File: config.mk
export PLATFORM = sky130hd
export DESIGN_NAME = mcrm_register_map
export DESIGN_NICKNAME = d
export VERILOG_FILES = /design/src/mcrm_sfr_cell.v /design/src/mcrm_register_map.v
export VERILOG_INCLUDE_DIRS = /design/src
export SDC_FILE = /design/constraint.sdc
export NUM_CORES = 1
export LEC_CHECK = 0
export BUFFER_PORTS_ARGS = -buffer_cell sky130_fd_sc_hd__buf_2
export CAP_MARGIN = 10
export CORE_ASPECT_RATIO = 1.1
export CORE_MARGIN = 3
export CORE_UTILIZATION = 47
export DETAILED_ROUTE_END_ITERATION = 8
export PLACE_DENSITY = 0.65
export RECOVER_POWER = 50
export SLEW_MARGIN = 20
export SYNTH_ARGS = -nofsm -noshare
export SYNTH_HDL_FRONTEND = slang
export SYNTH_SLANG_ARGS = --single-unit
File: constraint.sdc
create_clock -name clk -period 3 [get_ports clk]
set_clock_uncertainty 0.2 [all_clocks]
set_input_delay 0.45 -clock clk [delete_from_list [all_inputs] [get_ports clk]]
set_output_delay 0.45 -clock clk [all_outputs]
set_load 0.005 [all_outputs]
File: src/mcrm_map.vh
// constants for the controller register map block
// Summary of operation
// - core register set less second and fourth ports, size register at top
// - three test-reserved slots, no register there
// - first port reads stored value, overwritten by bus
// - second and fourth port registers absent
// - third port register supplies upper address byte
// - control window at 7F00h via data pointer
// - offset F1h split into two directional registers
// - indexed registers not decoded from host I/O
`ifndef MCRM_MAP_VH
`define MCRM_MAP_VH
// core special function register locations
`define MCRM_SFR_FIRST_PORT 8'h80
`define MCRM_SFR_STACK_PTR 8'h81
`define MCRM_SFR_DATA_POINTER_LOW 8'h82
`define MCRM_SFR_DATA_POINTER_HIGH 8'h83
`define MCRM_SFR_TEST_A 8'h84
`define MCRM_SFR_TEST_B 8'h85
`define MCRM_SFR_TEST_C 8'h86
`define MCRM_SFR_POWER_CTRL 8'h87
`define MCRM_SFR_TIMER_CTRL 8'h88
`define MCRM_SFR_TIMER_MODE 8'h89
`define MCRM_SFR_TIMER0_LOW 8'h8A
`define MCRM_SFR_TIMER1_LOW 8'h8B
`define MCRM_SFR_TIMER0_HIGH 8'h8C
`define MCRM_SFR_TIMER1_HIGH 8'h8D
`define MCRM_SFR_SECOND_PORT 8'h90
`define MCRM_SFR_SERIAL_CTRL 8'h98
`define MCRM_SFR_SERIAL_BUF 8'h99
`define MCRM_SFR_THIRD_PORT 8'hA0
`define MCRM_SFR_INT_ENABLE 8'hA8
`define MCRM_SFR_FOURTH_PORT 8'hB0
`define MCRM_SFR_INT_PRIORITY 8'hB8
`define MCRM_SFR_STATUS_WORD 8'hD0
`define MCRM_SFR_ACCUM 8'hE0
`define MCRM_SFR_B_REG 8'hF0
`define MCRM_SFR_MEM_SIZE 8'hFF
// control window
`define MCRM_WINDOW_PAGE 8'h7F
`define MCRM_OFF_HOST_DATA 8'hF1
`define MCRM_OFF_HOST_STATUS 8'hF2
`define MCRM_OFF_AUX_TIMER 8'hF3
`define MCRM_OFF_CONFIG0 8'hF4
`define MCRM_OFF_CMOS_CTRL 8'hF5
`define MCRM_OFF_CMOS_LO_IDX 8'hF6
`define MCRM_OFF_CMOS_LO_VAL 8'hF7
`define MCRM_OFF_CMOS_HI_IDX 8'hF8
`define MCRM_OFF_CMOS_HI_VAL 8'hF9
// host I/O addresses
`define MCRM_IO_KBD_DATA 16'h0060
`define MCRM_IO_KBD_CMD 16'h0064
`define MCRM_IO_CMOS_IDX1 16'h0070
`define MCRM_IO_CMOS_VAL1 16'h0071
`define MCRM_IO_CMOS_IDX2 16'h0074
`define MCRM_IO_CMOS_VAL2 16'h0076
// reset values
`define MCRM_RST_ZERO 8'h00
`define MCRM_RST_CMOS_CTRL 8'h80
`define MCRM_RST_MEM_SIZE 8'h00
`endif

File: src/mcrm_sfr_cell.v
// one plain core special function register with write and reset
`timescale 1ns/100ps
`default_nettype none
module mcrm_sfr_cell #(
    parameter [7:0] RESET_VALUE = 8'h00
) (
    input wire clk,
    input wire reset,
    input wire wr,
    input wire [7:0] din,
    output reg [7:0] q_r
);
    // store on write, reset to constant
    always @(posedge clk) begin
        if (reset) begin
            q_r <= RESET_VALUE;
        end else if (wr) begin
            q_r <= din;
        end
    end
endmodule
`default_nettype wire

File: src/mcrm_register_map.v
// register bank and address decode for the embedded controller core
`timescale 1ns/100ps
`default_nettype none
`include "mcrm_map.vh"
module mcrm_register_map (
    input wire clk,
    input wire reset,
    input wire sfr_wr,
    input wire sfr_rd,
    input wire [7:0] sfr_addr,
    input wire [7:0] sfr_wdata,
    output reg [7:0] sfr_rdata_r,
    input wire xd_wr,
    input wire xd_rd,
    input wire xd_use_data_pointer,
    input wire [7:0] xd_low_addr,
    input wire [7:0] xd_wdata,
    output reg [7:0] xd_rdata_r,
    output reg xd_hit_r,
    input wire ext_bus_load,
    input wire [7:0] ext_bus_byte,
    input wire io_wr,
    input wire io_rd,
    input wire [15:0] io_addr,
    input wire [7:0] io_wdata,
    output reg [7:0] io_rdata_r,
    output reg io_hit_r,
    output reg host_data_full_r,
    output reg [7:0] aux_timer_control_r,
    output reg [7:0] configuration_zero_r,
    output reg [7:0] clock_cmos_access_control_r
);
    // ==========================================================
    // decode helpers
    // ==========================================================
    function is_test_slot;
        input [7:0] a;
        begin
            is_test_slot = (a == `MCRM_SFR_TEST_A) || (a == `MCRM_SFR_TEST_B) || (a == `MCRM_SFR_TEST_C);
        end
    endfunction

    // scratch-cell core registers, one cell per standard location except the ports at 80h, 90h and B0h
    localparam NCELL = 19;
    localparam [NCELL*8-1:0] CELL_ADDRS = {
        `MCRM_SFR_STACK_PTR, `MCRM_SFR_DATA_POINTER_LOW, `MCRM_SFR_DATA_POINTER_HIGH, `MCRM_SFR_POWER_CTRL,
        `MCRM_SFR_TIMER_CTRL, `MCRM_SFR_TIMER_MODE, `MCRM_SFR_TIMER0_LOW, `MCRM_SFR_TIMER1_LOW,
        `MCRM_SFR_TIMER0_HIGH, `MCRM_SFR_TIMER1_HIGH, `MCRM_SFR_SERIAL_CTRL, `MCRM_SFR_SERIAL_BUF,
        `MCRM_SFR_THIRD_PORT, `MCRM_SFR_INT_ENABLE, `MCRM_SFR_INT_PRIORITY, `MCRM_SFR_STATUS_WORD,
        `MCRM_SFR_ACCUM, `MCRM_SFR_B_REG, `MCRM_SFR_MEM_SIZE};

    wire [NCELL*8-1:0] cell_q;
    reg [7:0] first_port_register_r;

    // ==========================================================
    // core register cells
    // ==========================================================
    genvar gi;
    generate
        for (gi = 0; gi < NCELL; gi = gi + 1) begin : g_cell
            // standard set less the ports at 80h, 90h and B0h, plus size register at the top row end
            mcrm_sfr_cell #(
                .RESET_VALUE((CELL_ADDRS[gi*8 +: 8] == `MCRM_SFR_MEM_SIZE) ? `MCRM_RST_MEM_SIZE : `MCRM_RST_ZERO)
            ) u_cell (
                .clk(clk),
                .reset(reset),
                .wr(sfr_wr && (sfr_addr == CELL_ADDRS[gi*8 +: 8])),
                .din(sfr_wdata),
                .q_r(cell_q[gi*8 +: 8])
            );
        end
    endgenerate

    // cell index lookup: third port is cell 6, pointer bytes 16 and 17
    wire [7:0] data_pointer_low = cell_q[17*8 +: 8];
    wire [7:0] third_port_register = cell_q[6*8 +: 8];

    // first port: stored value, overwritten by external cycles
    always @(posedge clk) begin
        if (reset) begin
            first_port_register_r <= `MCRM_RST_ZERO;
        end else if (ext_bus_load) begin
            first_port_register_r <= ext_bus_byte; // external cycle corrupts it
        end else if (sfr_wr && sfr_addr == `MCRM_SFR_FIRST_PORT) begin
            first_port_register_r <= sfr_wdata;
        end
    end

    // special function register read mux
    reg [7:0] sfr_rd_nxt;
    integer k;
    always @* begin
        sfr_rd_nxt = `MCRM_RST_ZERO;
        if (sfr_addr == `MCRM_SFR_FIRST_PORT) begin
            sfr_rd_nxt = first_port_register_r; // never samples pins
        end
        for (k = 0; k < NCELL; k = k + 1) begin
            if (sfr_addr == CELL_ADDRS[k*8 +: 8]) begin
                sfr_rd_nxt = cell_q[k*8 +: 8];
            end
        end
        // test slots and absent ports read zero, hold nothing
        if (is_test_slot(sfr_addr) || sfr_addr == `MCRM_SFR_SECOND_PORT || sfr_addr == `MCRM_SFR_FOURTH_PORT) begin
            sfr_rd_nxt = `MCRM_RST_ZERO;
        end
    end

    always @(posedge clk) begin
        if (reset) begin
            sfr_rdata_r <= `MCRM_RST_ZERO;
        end else if (sfr_rd) begin
            sfr_rdata_r <= sfr_rd_nxt;
        end
    end

    // ==========================================================
    // control window decode
    // ==========================================================
    // upper byte from pointer high or third port register
    wire [7:0] xd_page = xd_use_data_pointer ? cell_q[16*8 +: 8] : third_port_register;
    wire xd_in_window = (xd_page == `MCRM_WINDOW_PAGE);
    wire [7:0] xd_off = xd_use_data_pointer ? data_pointer_low : xd_low_addr;

    reg [7:0] host_to_core_data_r;
    reg [7:0] core_to_host_data_r;
    reg [7:0] host_interface_status_r;
    reg [7:0] cmos_low_bank_index_r;
    reg [7:0] cmos_low_bank_value_r;
    reg [7:0] cmos_high_bank_index_r;
    reg [7:0] cmos_high_bank_value_r;
    reg [7:0] host_cmos_index_first_r;
    reg [7:0] host_cmos_value_first_r;
    reg [7:0] host_cmos_index_second_r;
    reg [7:0] host_cmos_value_second_r;

    wire xw = xd_wr && xd_in_window;
    wire host_wr_kbd = io_wr && (io_addr == `MCRM_IO_KBD_DATA || io_addr == `MCRM_IO_KBD_CMD);

    // window registers and host-side writes, all reset on power-on
    always @(posedge clk) begin
        if (reset) begin
            host_to_core_data_r <= `MCRM_RST_ZERO;
            core_to_host_data_r <= `MCRM_RST_ZERO;
            host_interface_status_r <= `MCRM_RST_ZERO;
            aux_timer_control_r <= `MCRM_RST_ZERO;
            configuration_zero_r <= `MCRM_RST_ZERO;
            clock_cmos_access_control_r <= `MCRM_RST_CMOS_CTRL;
            cmos_low_bank_index_r <= `MCRM_RST_ZERO;
            cmos_low_bank_value_r <= `MCRM_RST_ZERO;
            cmos_high_bank_index_r <= `MCRM_RST_ZERO;
            cmos_high_bank_value_r <= `MCRM_RST_ZERO;
            host_cmos_index_first_r <= `MCRM_RST_ZERO;
            host_cmos_value_first_r <= `MCRM_RST_ZERO;
            host_cmos_index_second_r <= `MCRM_RST_ZERO;
            host_cmos_value_second_r <= `MCRM_RST_ZERO;
            host_data_full_r <= 1'b0;
        end else begin
            // host writes to 60h or 64h land in core-readable half
            if (host_wr_kbd) begin
                host_to_core_data_r <= io_wdata;
            end
            // core read of F1h drains it; a same-cycle host write wins
            if (host_wr_kbd) begin
                host_data_full_r <= 1'b1;
            end else if (xd_rd && xd_in_window && xd_off == `MCRM_OFF_HOST_DATA) begin
                host_data_full_r <= 1'b0;
            end
            if (io_wr && io_addr == `MCRM_IO_CMOS_IDX1) host_cmos_index_first_r <= io_wdata;
            if (io_wr && io_addr == `MCRM_IO_CMOS_VAL1) host_cmos_value_first_r <= io_wdata;
            if (io_wr && io_addr == `MCRM_IO_CMOS_IDX2) host_cmos_index_second_r <= io_wdata;
            if (io_wr && io_addr == `MCRM_IO_CMOS_VAL2) host_cmos_value_second_r <= io_wdata;
            if (xw) begin
                case (xd_off)
                    `MCRM_OFF_HOST_DATA: core_to_host_data_r <= xd_wdata; // separate half
                    `MCRM_OFF_HOST_STATUS: host_interface_status_r <= xd_wdata;
                    `MCRM_OFF_AUX_TIMER: aux_timer_control_r <= xd_wdata;
                    `MCRM_OFF_CONFIG0: configuration_zero_r <= xd_wdata;
                    `MCRM_OFF_CMOS_CTRL: clock_cmos_access_control_r <= xd_wdata;
                    `MCRM_OFF_CMOS_LO_IDX: cmos_low_bank_index_r <= xd_wdata;
                    `MCRM_OFF_CMOS_LO_VAL: cmos_low_bank_value_r <= xd_wdata;
                    `MCRM_OFF_CMOS_HI_IDX: cmos_high_bank_index_r <= xd_wdata;
                    `MCRM_OFF_CMOS_HI_VAL: cmos_high_bank_value_r <= xd_wdata;
                    default: ;
                endcase
            end
        end
    end

    // core-side read mux of the window
    reg [7:0] xd_rd_nxt;
    reg xd_hit_nxt;
    always @* begin
        xd_hit_nxt = 1'b1;
        case (xd_off)
            `MCRM_OFF_HOST_DATA: xd_rd_nxt = host_to_core_data_r; // core reads host half
            `MCRM_OFF_HOST_STATUS: xd_rd_nxt = host_interface_status_r;
            `MCRM_OFF_AUX_TIMER: xd_rd_nxt = aux_timer_control_r;
            `MCRM_OFF_CONFIG0: xd_rd_nxt = configuration_zero_r;
            `MCRM_OFF_CMOS_CTRL: xd_rd_nxt = clock_cmos_access_control_r;
            `MCRM_OFF_CMOS_LO_IDX: xd_rd_nxt = cmos_low_bank_index_r;
            `MCRM_OFF_CMOS_LO_VAL: xd_rd_nxt = cmos_low_bank_value_r;
            `MCRM_OFF_CMOS_HI_IDX: xd_rd_nxt = cmos_high_bank_index_r;
            `MCRM_OFF_CMOS_HI_VAL: xd_rd_nxt = cmos_high_bank_value_r;
            default: begin
                xd_rd_nxt = `MCRM_RST_ZERO;
                xd_hit_nxt = 1'b0;
            end
        endcase
    end

    always @(posedge clk) begin
        if (reset) begin
            xd_rdata_r <= `MCRM_RST_ZERO;
            xd_hit_r <= 1'b0;
        end else if (xd_rd || xd_wr) begin
            xd_rdata_r <= (xd_rd && xd_in_window) ? xd_rd_nxt : `MCRM_RST_ZERO;
            xd_hit_r <= xd_in_window && xd_hit_nxt;
        end
    end

    // ==========================================================
    // host I/O decode: direct addresses only, no indexed space
    // ==========================================================
    reg [7:0] io_rd_nxt;
    reg io_hit_nxt;
    always @* begin
        io_hit_nxt = 1'b1;
        case (io_addr)
            `MCRM_IO_KBD_DATA: io_rd_nxt = core_to_host_data_r; // host reads core half
            `MCRM_IO_KBD_CMD: io_rd_nxt = host_interface_status_r;
            `MCRM_IO_CMOS_IDX1: io_rd_nxt = host_cmos_index_first_r;
            `MCRM_IO_CMOS_VAL1: io_rd_nxt = host_cmos_value_first_r;
            `MCRM_IO_CMOS_IDX2: io_rd_nxt = host_cmos_index_second_r;
            `MCRM_IO_CMOS_VAL2: io_rd_nxt = host_cmos_value_second_r;
            default: begin
                io_rd_nxt = `MCRM_RST_ZERO; // indexed registers never hit here
                io_hit_nxt = 1'b0;
            end
        endcase
    end

    // answered next edge, no wait states
    always @(posedge clk) begin
        if (reset) begin
            io_rdata_r <= `MCRM_RST_ZERO;
            io_hit_r <= 1'b0;
        end else begin
            io_rdata_r <= io_rd ? io_rd_nxt : `MCRM_RST_ZERO;
            io_hit_r <= (io_rd || io_wr) && io_hit_nxt;
        end
    end
endmodule
`default_nettype wire

# [After elaboration in Yosys (flattened, before gate mapping)]
# Cells that the tools add are included.
[word_totals] regBits=299 input_bits=74 output_inout_bits=51 wordCells=165
[op_classes] n_eq_ne=41 mux=32 bitwise_logic=1 reduce_logical=51
[op_table] op="8-bit equality test (second input constant)" n=34
[op_table] op="8-bit 2-to-1 mux" n=26
[op_table] op="16-bit by 7-bit equality test with 1-bit output (second input constant)" n=6
[op_table] op="8-bit one-hot mux with 9 select lines" n=1
[op_table] op="8-bit one-hot mux with 6 select lines" n=1
[op_table] op="1-bit logical AND" n=30
[op_table] op="2-bit AND reduction" n=9
[op_table] op="9-bit OR reduction" n=1
[op_table] op="8-bit by 7-bit equality test with 1-bit output (second input constant)" n=1
[op_table] op="1-bit logical OR" n=7
[op_table] op="6-bit OR reduction" n=1
[op_table] op="1-bit 2-to-1 mux" n=4
[op_table] op="2-bit nonzero test" n=2
[op_table] op="2-bit OR reduction" n=1
[op_table] op="1-bit inverter" n=1

# [Longest topological paths before layout]
[depth] ltp_word=22 ltp_mapped=9 mapped_depth_nobuf=6

# [Modules after synthesis]
# Synthesis repeated with hierarchy kept, for this count alone.
[hier_totals] hier_cells=1550 area_unflattened_um2=13917.1
[by_module_without_submodules] mod="mcrm_register_map" instances=1 cells_each=1056 area_per_inst_um2=8496.9 seq_area_each_um2=2942.8
[by_module_without_submodules] mod="mcrm_sfr_cell" instances=19 cells_each=26 area_per_inst_um2=285.3 seq_area_each_um2=160.2

# [Worst setup path after synthesis]
# OpenSTA, ideal clock, no wires.
[synth_timing] path_type="in2reg" start="in sfr_addr[2]" end="reg sfr_rdata_r[7]" arrival_time_ps=2241 required_ps=2678 slack_ps=437 path_stages=8 n_path_buf=2 cell_sequence="buf_6 or4_4 buf_6 or3_4 a21oi_2 a221oi_1 a211o_1 a221o_1"
[synth_via] elab_chain_len=22
[synth_lines] item="start: declaration" line_no="mcrm_register_map.v:10" text="input wire [7:0] sfr_addr,"
[synth_lines] item="8-bit equality test (no source line)"
[synth_lines] item="8-bit 2-to-1 mux" line_no="mcrm_register_map.v:94" text="if (sfr_addr == `MCRM_SFR_FIRST_PORT) begin"
[synth_lines] item="8-bit 2-to-1 mux (19 in series)" line_no="mcrm_register_map.v:98" text="if (sfr_addr == CELL_ADDRS[k*8 +: 8]) begin"
[synth_lines] item="8-bit 2-to-1 mux *" line_no="mcrm_register_map.v:103" text="if (is_test_slot(sfr_addr) || sfr_addr == `MCRM_SFR_SECOND_PORT || sfr_addr == `MCRM_SFR_FOURTH_PORT) begin"
[synth_lines] item="end signal: assignment" line_no="mcrm_register_map.v:110" text="sfr_rdata_r <= `MCRM_RST_ZERO;"
[synth_lines] item="end signal: assignment" line_no="mcrm_register_map.v:112" text="sfr_rdata_r <= sfr_rd_nxt;"
[synth_lines] item="end: declaration" line_no="mcrm_register_map.v:12" text="output reg [7:0] sfr_rdata_r,"
# Mark *: on every way between the ends. The rest lies on a longest branch, timed or not.
# A chain may end at the register's enable or synchronous reset.

# [Worst setup path in the final report]
[layout_timing] start="in sfr_addr[5]" end="reg g_cell[16].u_cell.q_r[2]"
[layout_via] elab_chain_len=2
[layout_lines] item="8-bit equality test" line_no="mcrm_register_map.v:67" text=".wr(sfr_wr && (sfr_addr == CELL_ADDRS[gi*8 +: 8])),"
[layout_lines] item="1-bit logical AND" line_no="mcrm_register_map.v:67"
[layout_lines] item="end signal: assignment" line_no="mcrm_sfr_cell.v:18" text="q_r <= din;"
[layout_lines] item="end: declaration" line_no="mcrm_sfr_cell.v:11" text="output reg [7:0] q_r"
# Every way passes these cells.

==> metrics.yaml <==
logic_synthesis:
  ys_types: 70
  synth_cells: 1618
  synthXorXnorAreaFrac: 0
  synth-simple-area-share: 0.221
  synth_edf_count: 0
  yosysMostFrequentCell: "dfxtp_1"
  ys.flop_type: "dfxtp_1"
  syn_area_per_cell_sq_um: 8.42
  synth_nets: 1692
  synth.largest_area_cell: "dfxtp_1"
  synthTopCellsByCount: "dfxtp_1, nand2_1, nor2_1, a21oi_1, mux2i_1"
  ys_ff_latch: 299
  syn_area_sq_um: 13600
  synth_fa_ha_area_frac: 0
  synth_top_family_by_area: "simple AND/OR/NAND/NOR gates"
  synthArstFlopShare: 0
  yosysWarnings: 0
  synthMuxAreaShare: 0.135
  synth_top_area_frac: 0.439
  seq_area_frac_synth: 0.439
  synth_compound_area_frac: 0.161
  synth_area_leaders: "dfxtp_1, mux2i_1, nand2_1"
global_routing:
  grt_max_degree: 141
  antenna_found_initial: 2
  grt_first_pass_wirelength_um: 68300
  track_usage: 0.274
  overflow: 0
  grt_pass1_vias: 12100
sta:
  fin_ws_ns: 0.275
  period_minus_slack_ns: 2.73
  setup_viol: 0
  hold_viol: 0
  worstMarginPinSlew_ns: 0.735
  post-route-period-util: 0.908
  rsz0062_at_grt: "false"
  max-slew-margin-rel: 0.506
  fmax_ghz: 0.367
  slew_viol_final: 0
  tns_ns: 0
power_and_ir_drop:
  seq_power_share: 0.455
  power_switching_share: 0.228
  ir_drop_mv: 0.606
  p_leak_uw: 0.00610
  switchingPower_uw: 2000
  p_total_uw: 8760
  p_per_area_nw_per_um2: 556
  p_clk_frac: 0.494
  pwr-share-comb: 0.051
  p_int_uw: 6760
worst_setup_path:
  end_kind: "flop"
  cpPeakStageDelay_ns: 0.53
  critical_path.most_common_cell: "clkbuf_1"
  critPathMaxFanout: 13
  r2r_slack_ns: 0.46
  critPathSlowestCell: "clkbuf_1"
  r2r-start: "g_cell[17].u_cell.q_r[2]"
  rr_endpoint: "xd_rdata_r[3]"
  r2r_cells: 6
  crit_type: "primary input to flop"
  start_kind: "primary input"
  arrival_ns: 2.90
  cp.required_ns: 3.18
  critPathBufInv: 4
  cp_top_family: "buffers and inverters"
  path_cells: "clkbuf_1 > clkbuf_1 > nor4b_2 > nand4_1 > clkbuf_1 > nor3_1 > clkbuf_1 > mux2i_1 > nor2_1"
clock_tree:
  cts.sinks: 299
  clk_latency_ns: 0.51
  cts_tree: "done"
  ctsHoldBuffers: 4
  cts-root-buf: "clkbuf_16"
  clock_path_buffers: 3
  cts_setup_buffers: 0
  htree_levels: 2
  path_clk_slew_ns: 0.06
  postCtsResizedCells: 0
  cts_buffers: 34
finish:
  regMostFlops: "g_cell.u_cell.q_r"
  seq_area_sq_um: 5990
  nets: 1789
  layout-drive-gt1-share: 0.139
  fin_cells: 2100
  syn_to_final_growth_pct: 15.5
  fill_cells: 2608
  multi_input_area_sq_um: 7010
  largest_reg_flops: 152
  diodes: 0
placement:
  dp.cells: 2038
  io_buffer_count: 124
  place_hpwl_um: 30200
  gp_congestion: 0.936
  place_ws_ns: 0.225
die:
  num_rows: 64
  initial_core_util: 0.483
  dieWidth_um: 168
  die_area_sq_um: 31100
  core_sq_um: 28200
  die_h_um: 185
  ioPinCount: 125
routing:
  drc_errors: 0
  routed_wl_um: 43400
  vias_per_cell: 5.96
  wl_per_cell_um: 20.7
  via_count: 12500
  drt_iter0_markers: 1316
  first_pass_iters: 6
  ant_nets: 0
worst_hold_path:
  hp-start: "io_rd"
  hold_path_end: "io_hit_r"
  min_path_type: "primary input to flop"
  holdPathStages: 3
flow_run:
  drv_cap: 0
status:
  status: "complete, no violations"
## worst max-delay path by stage
stage,from,slack [ns],cells after the start,end
after detailed placement,sfr_addr[4],0.23,9,g_cell[17].u_cell.q_r[5]
after global routing,sfr_addr[5],0.13,9,g_cell[16].u_cell.q_r[7]
after global placement,sfr_addr[6],0.23,8,sfr_rdata_r[7]
final,sfr_addr[5],0.27,9,g_cell[16].u_cell.q_r[2]
after CTS,g_cell[17].u_cell.q_r[2],0.47,6,xd_rdata_r[3]
after floorplan,sfr_addr[2],0.44,8,sfr_rdata_r[7]
## placed cells by master (no fill, tap or decap), drive strengths merged, types with 5 or more instances in the layout
cell	netlist	final
nand3	90	90
a32oi	6	6
buf	31	136
clkbuf	96	91
or3	5	5
mux2	29	29
dfxtp	299	299
a221oi	26	26
and3	16	16
nor3	24	24
nand4	8	8
nor4	13	13
a31oi	5	5
o211ai	7	7
nand2	272	272
nand2b	9	9
a21oi	162	162
a22o	13	13
nor2	182	182
a22oi	34	34
nor2b	7	7
bufinv	0	5
o22ai	7	7
and4	8	8
clkinv	2	9
a222oi	8	8
o21ai	36	36
inv	13	14
mux2i	149	149
## cells by family (layout without fill, tap and decap cells)
group | Yosys count | after routing
multiplexers | 179 | 179
AO/OA/AOI/OAI | 343 | 343
AND/OR/NAND/NOR | 655 | 655
flip-flops | 299 | 299
buffers and inverters | 142 | 261
## power groups by stage
stage | clock network, uW | registers [uW] | logic [uW]
detailed placement | 0 | 4070 | 438
finish | 4330 | 3990 | 447
CTS | 4380 | 3990 | 444
floorplan | 0 | 4070 | 249
global placement | 0 | 4070 | 436
global route | 4530 | 3990 | 476
## worst reg2reg max path: cells and delay by family (launching register included)
kind	cells	cell delay (ns)
compound gates	3	0.88
flops	1	0.55
simple gates	2	0.69
buf+inv	1	0.12
## layer usage
metal  GRT usage  up-vias  part of all wire
met3      0.0427      137             0.071
met2       0.451      512              0.47
met1       0.351     5941              0.41
met5           0        -           0.00071
li1            -     5932                 -
met4       0.137        4             0.052
## cell type report
class                      count  share of cell area
inverter                      15             0.00358
clock inverter                15              0.0133
timing repair buffer         188              0.0685
clock buffer                  43              0.0601
tap                          363              0.0288
sequential                   299               0.380
multi-input combinational   1177               0.446
## metrics by stage
stage	utilization	instance area (sq um)	hold slack, ns
floorplan	-	13600	0.227
global placement	0.521	14700	0.234
detailed placement	0.521	14700	0.245
CTS	0.563	15900	0.00839
global route	0.559	15700	0.0281
finish	0.559	15700	0.0177
Power figures use the tool's default switching activity.
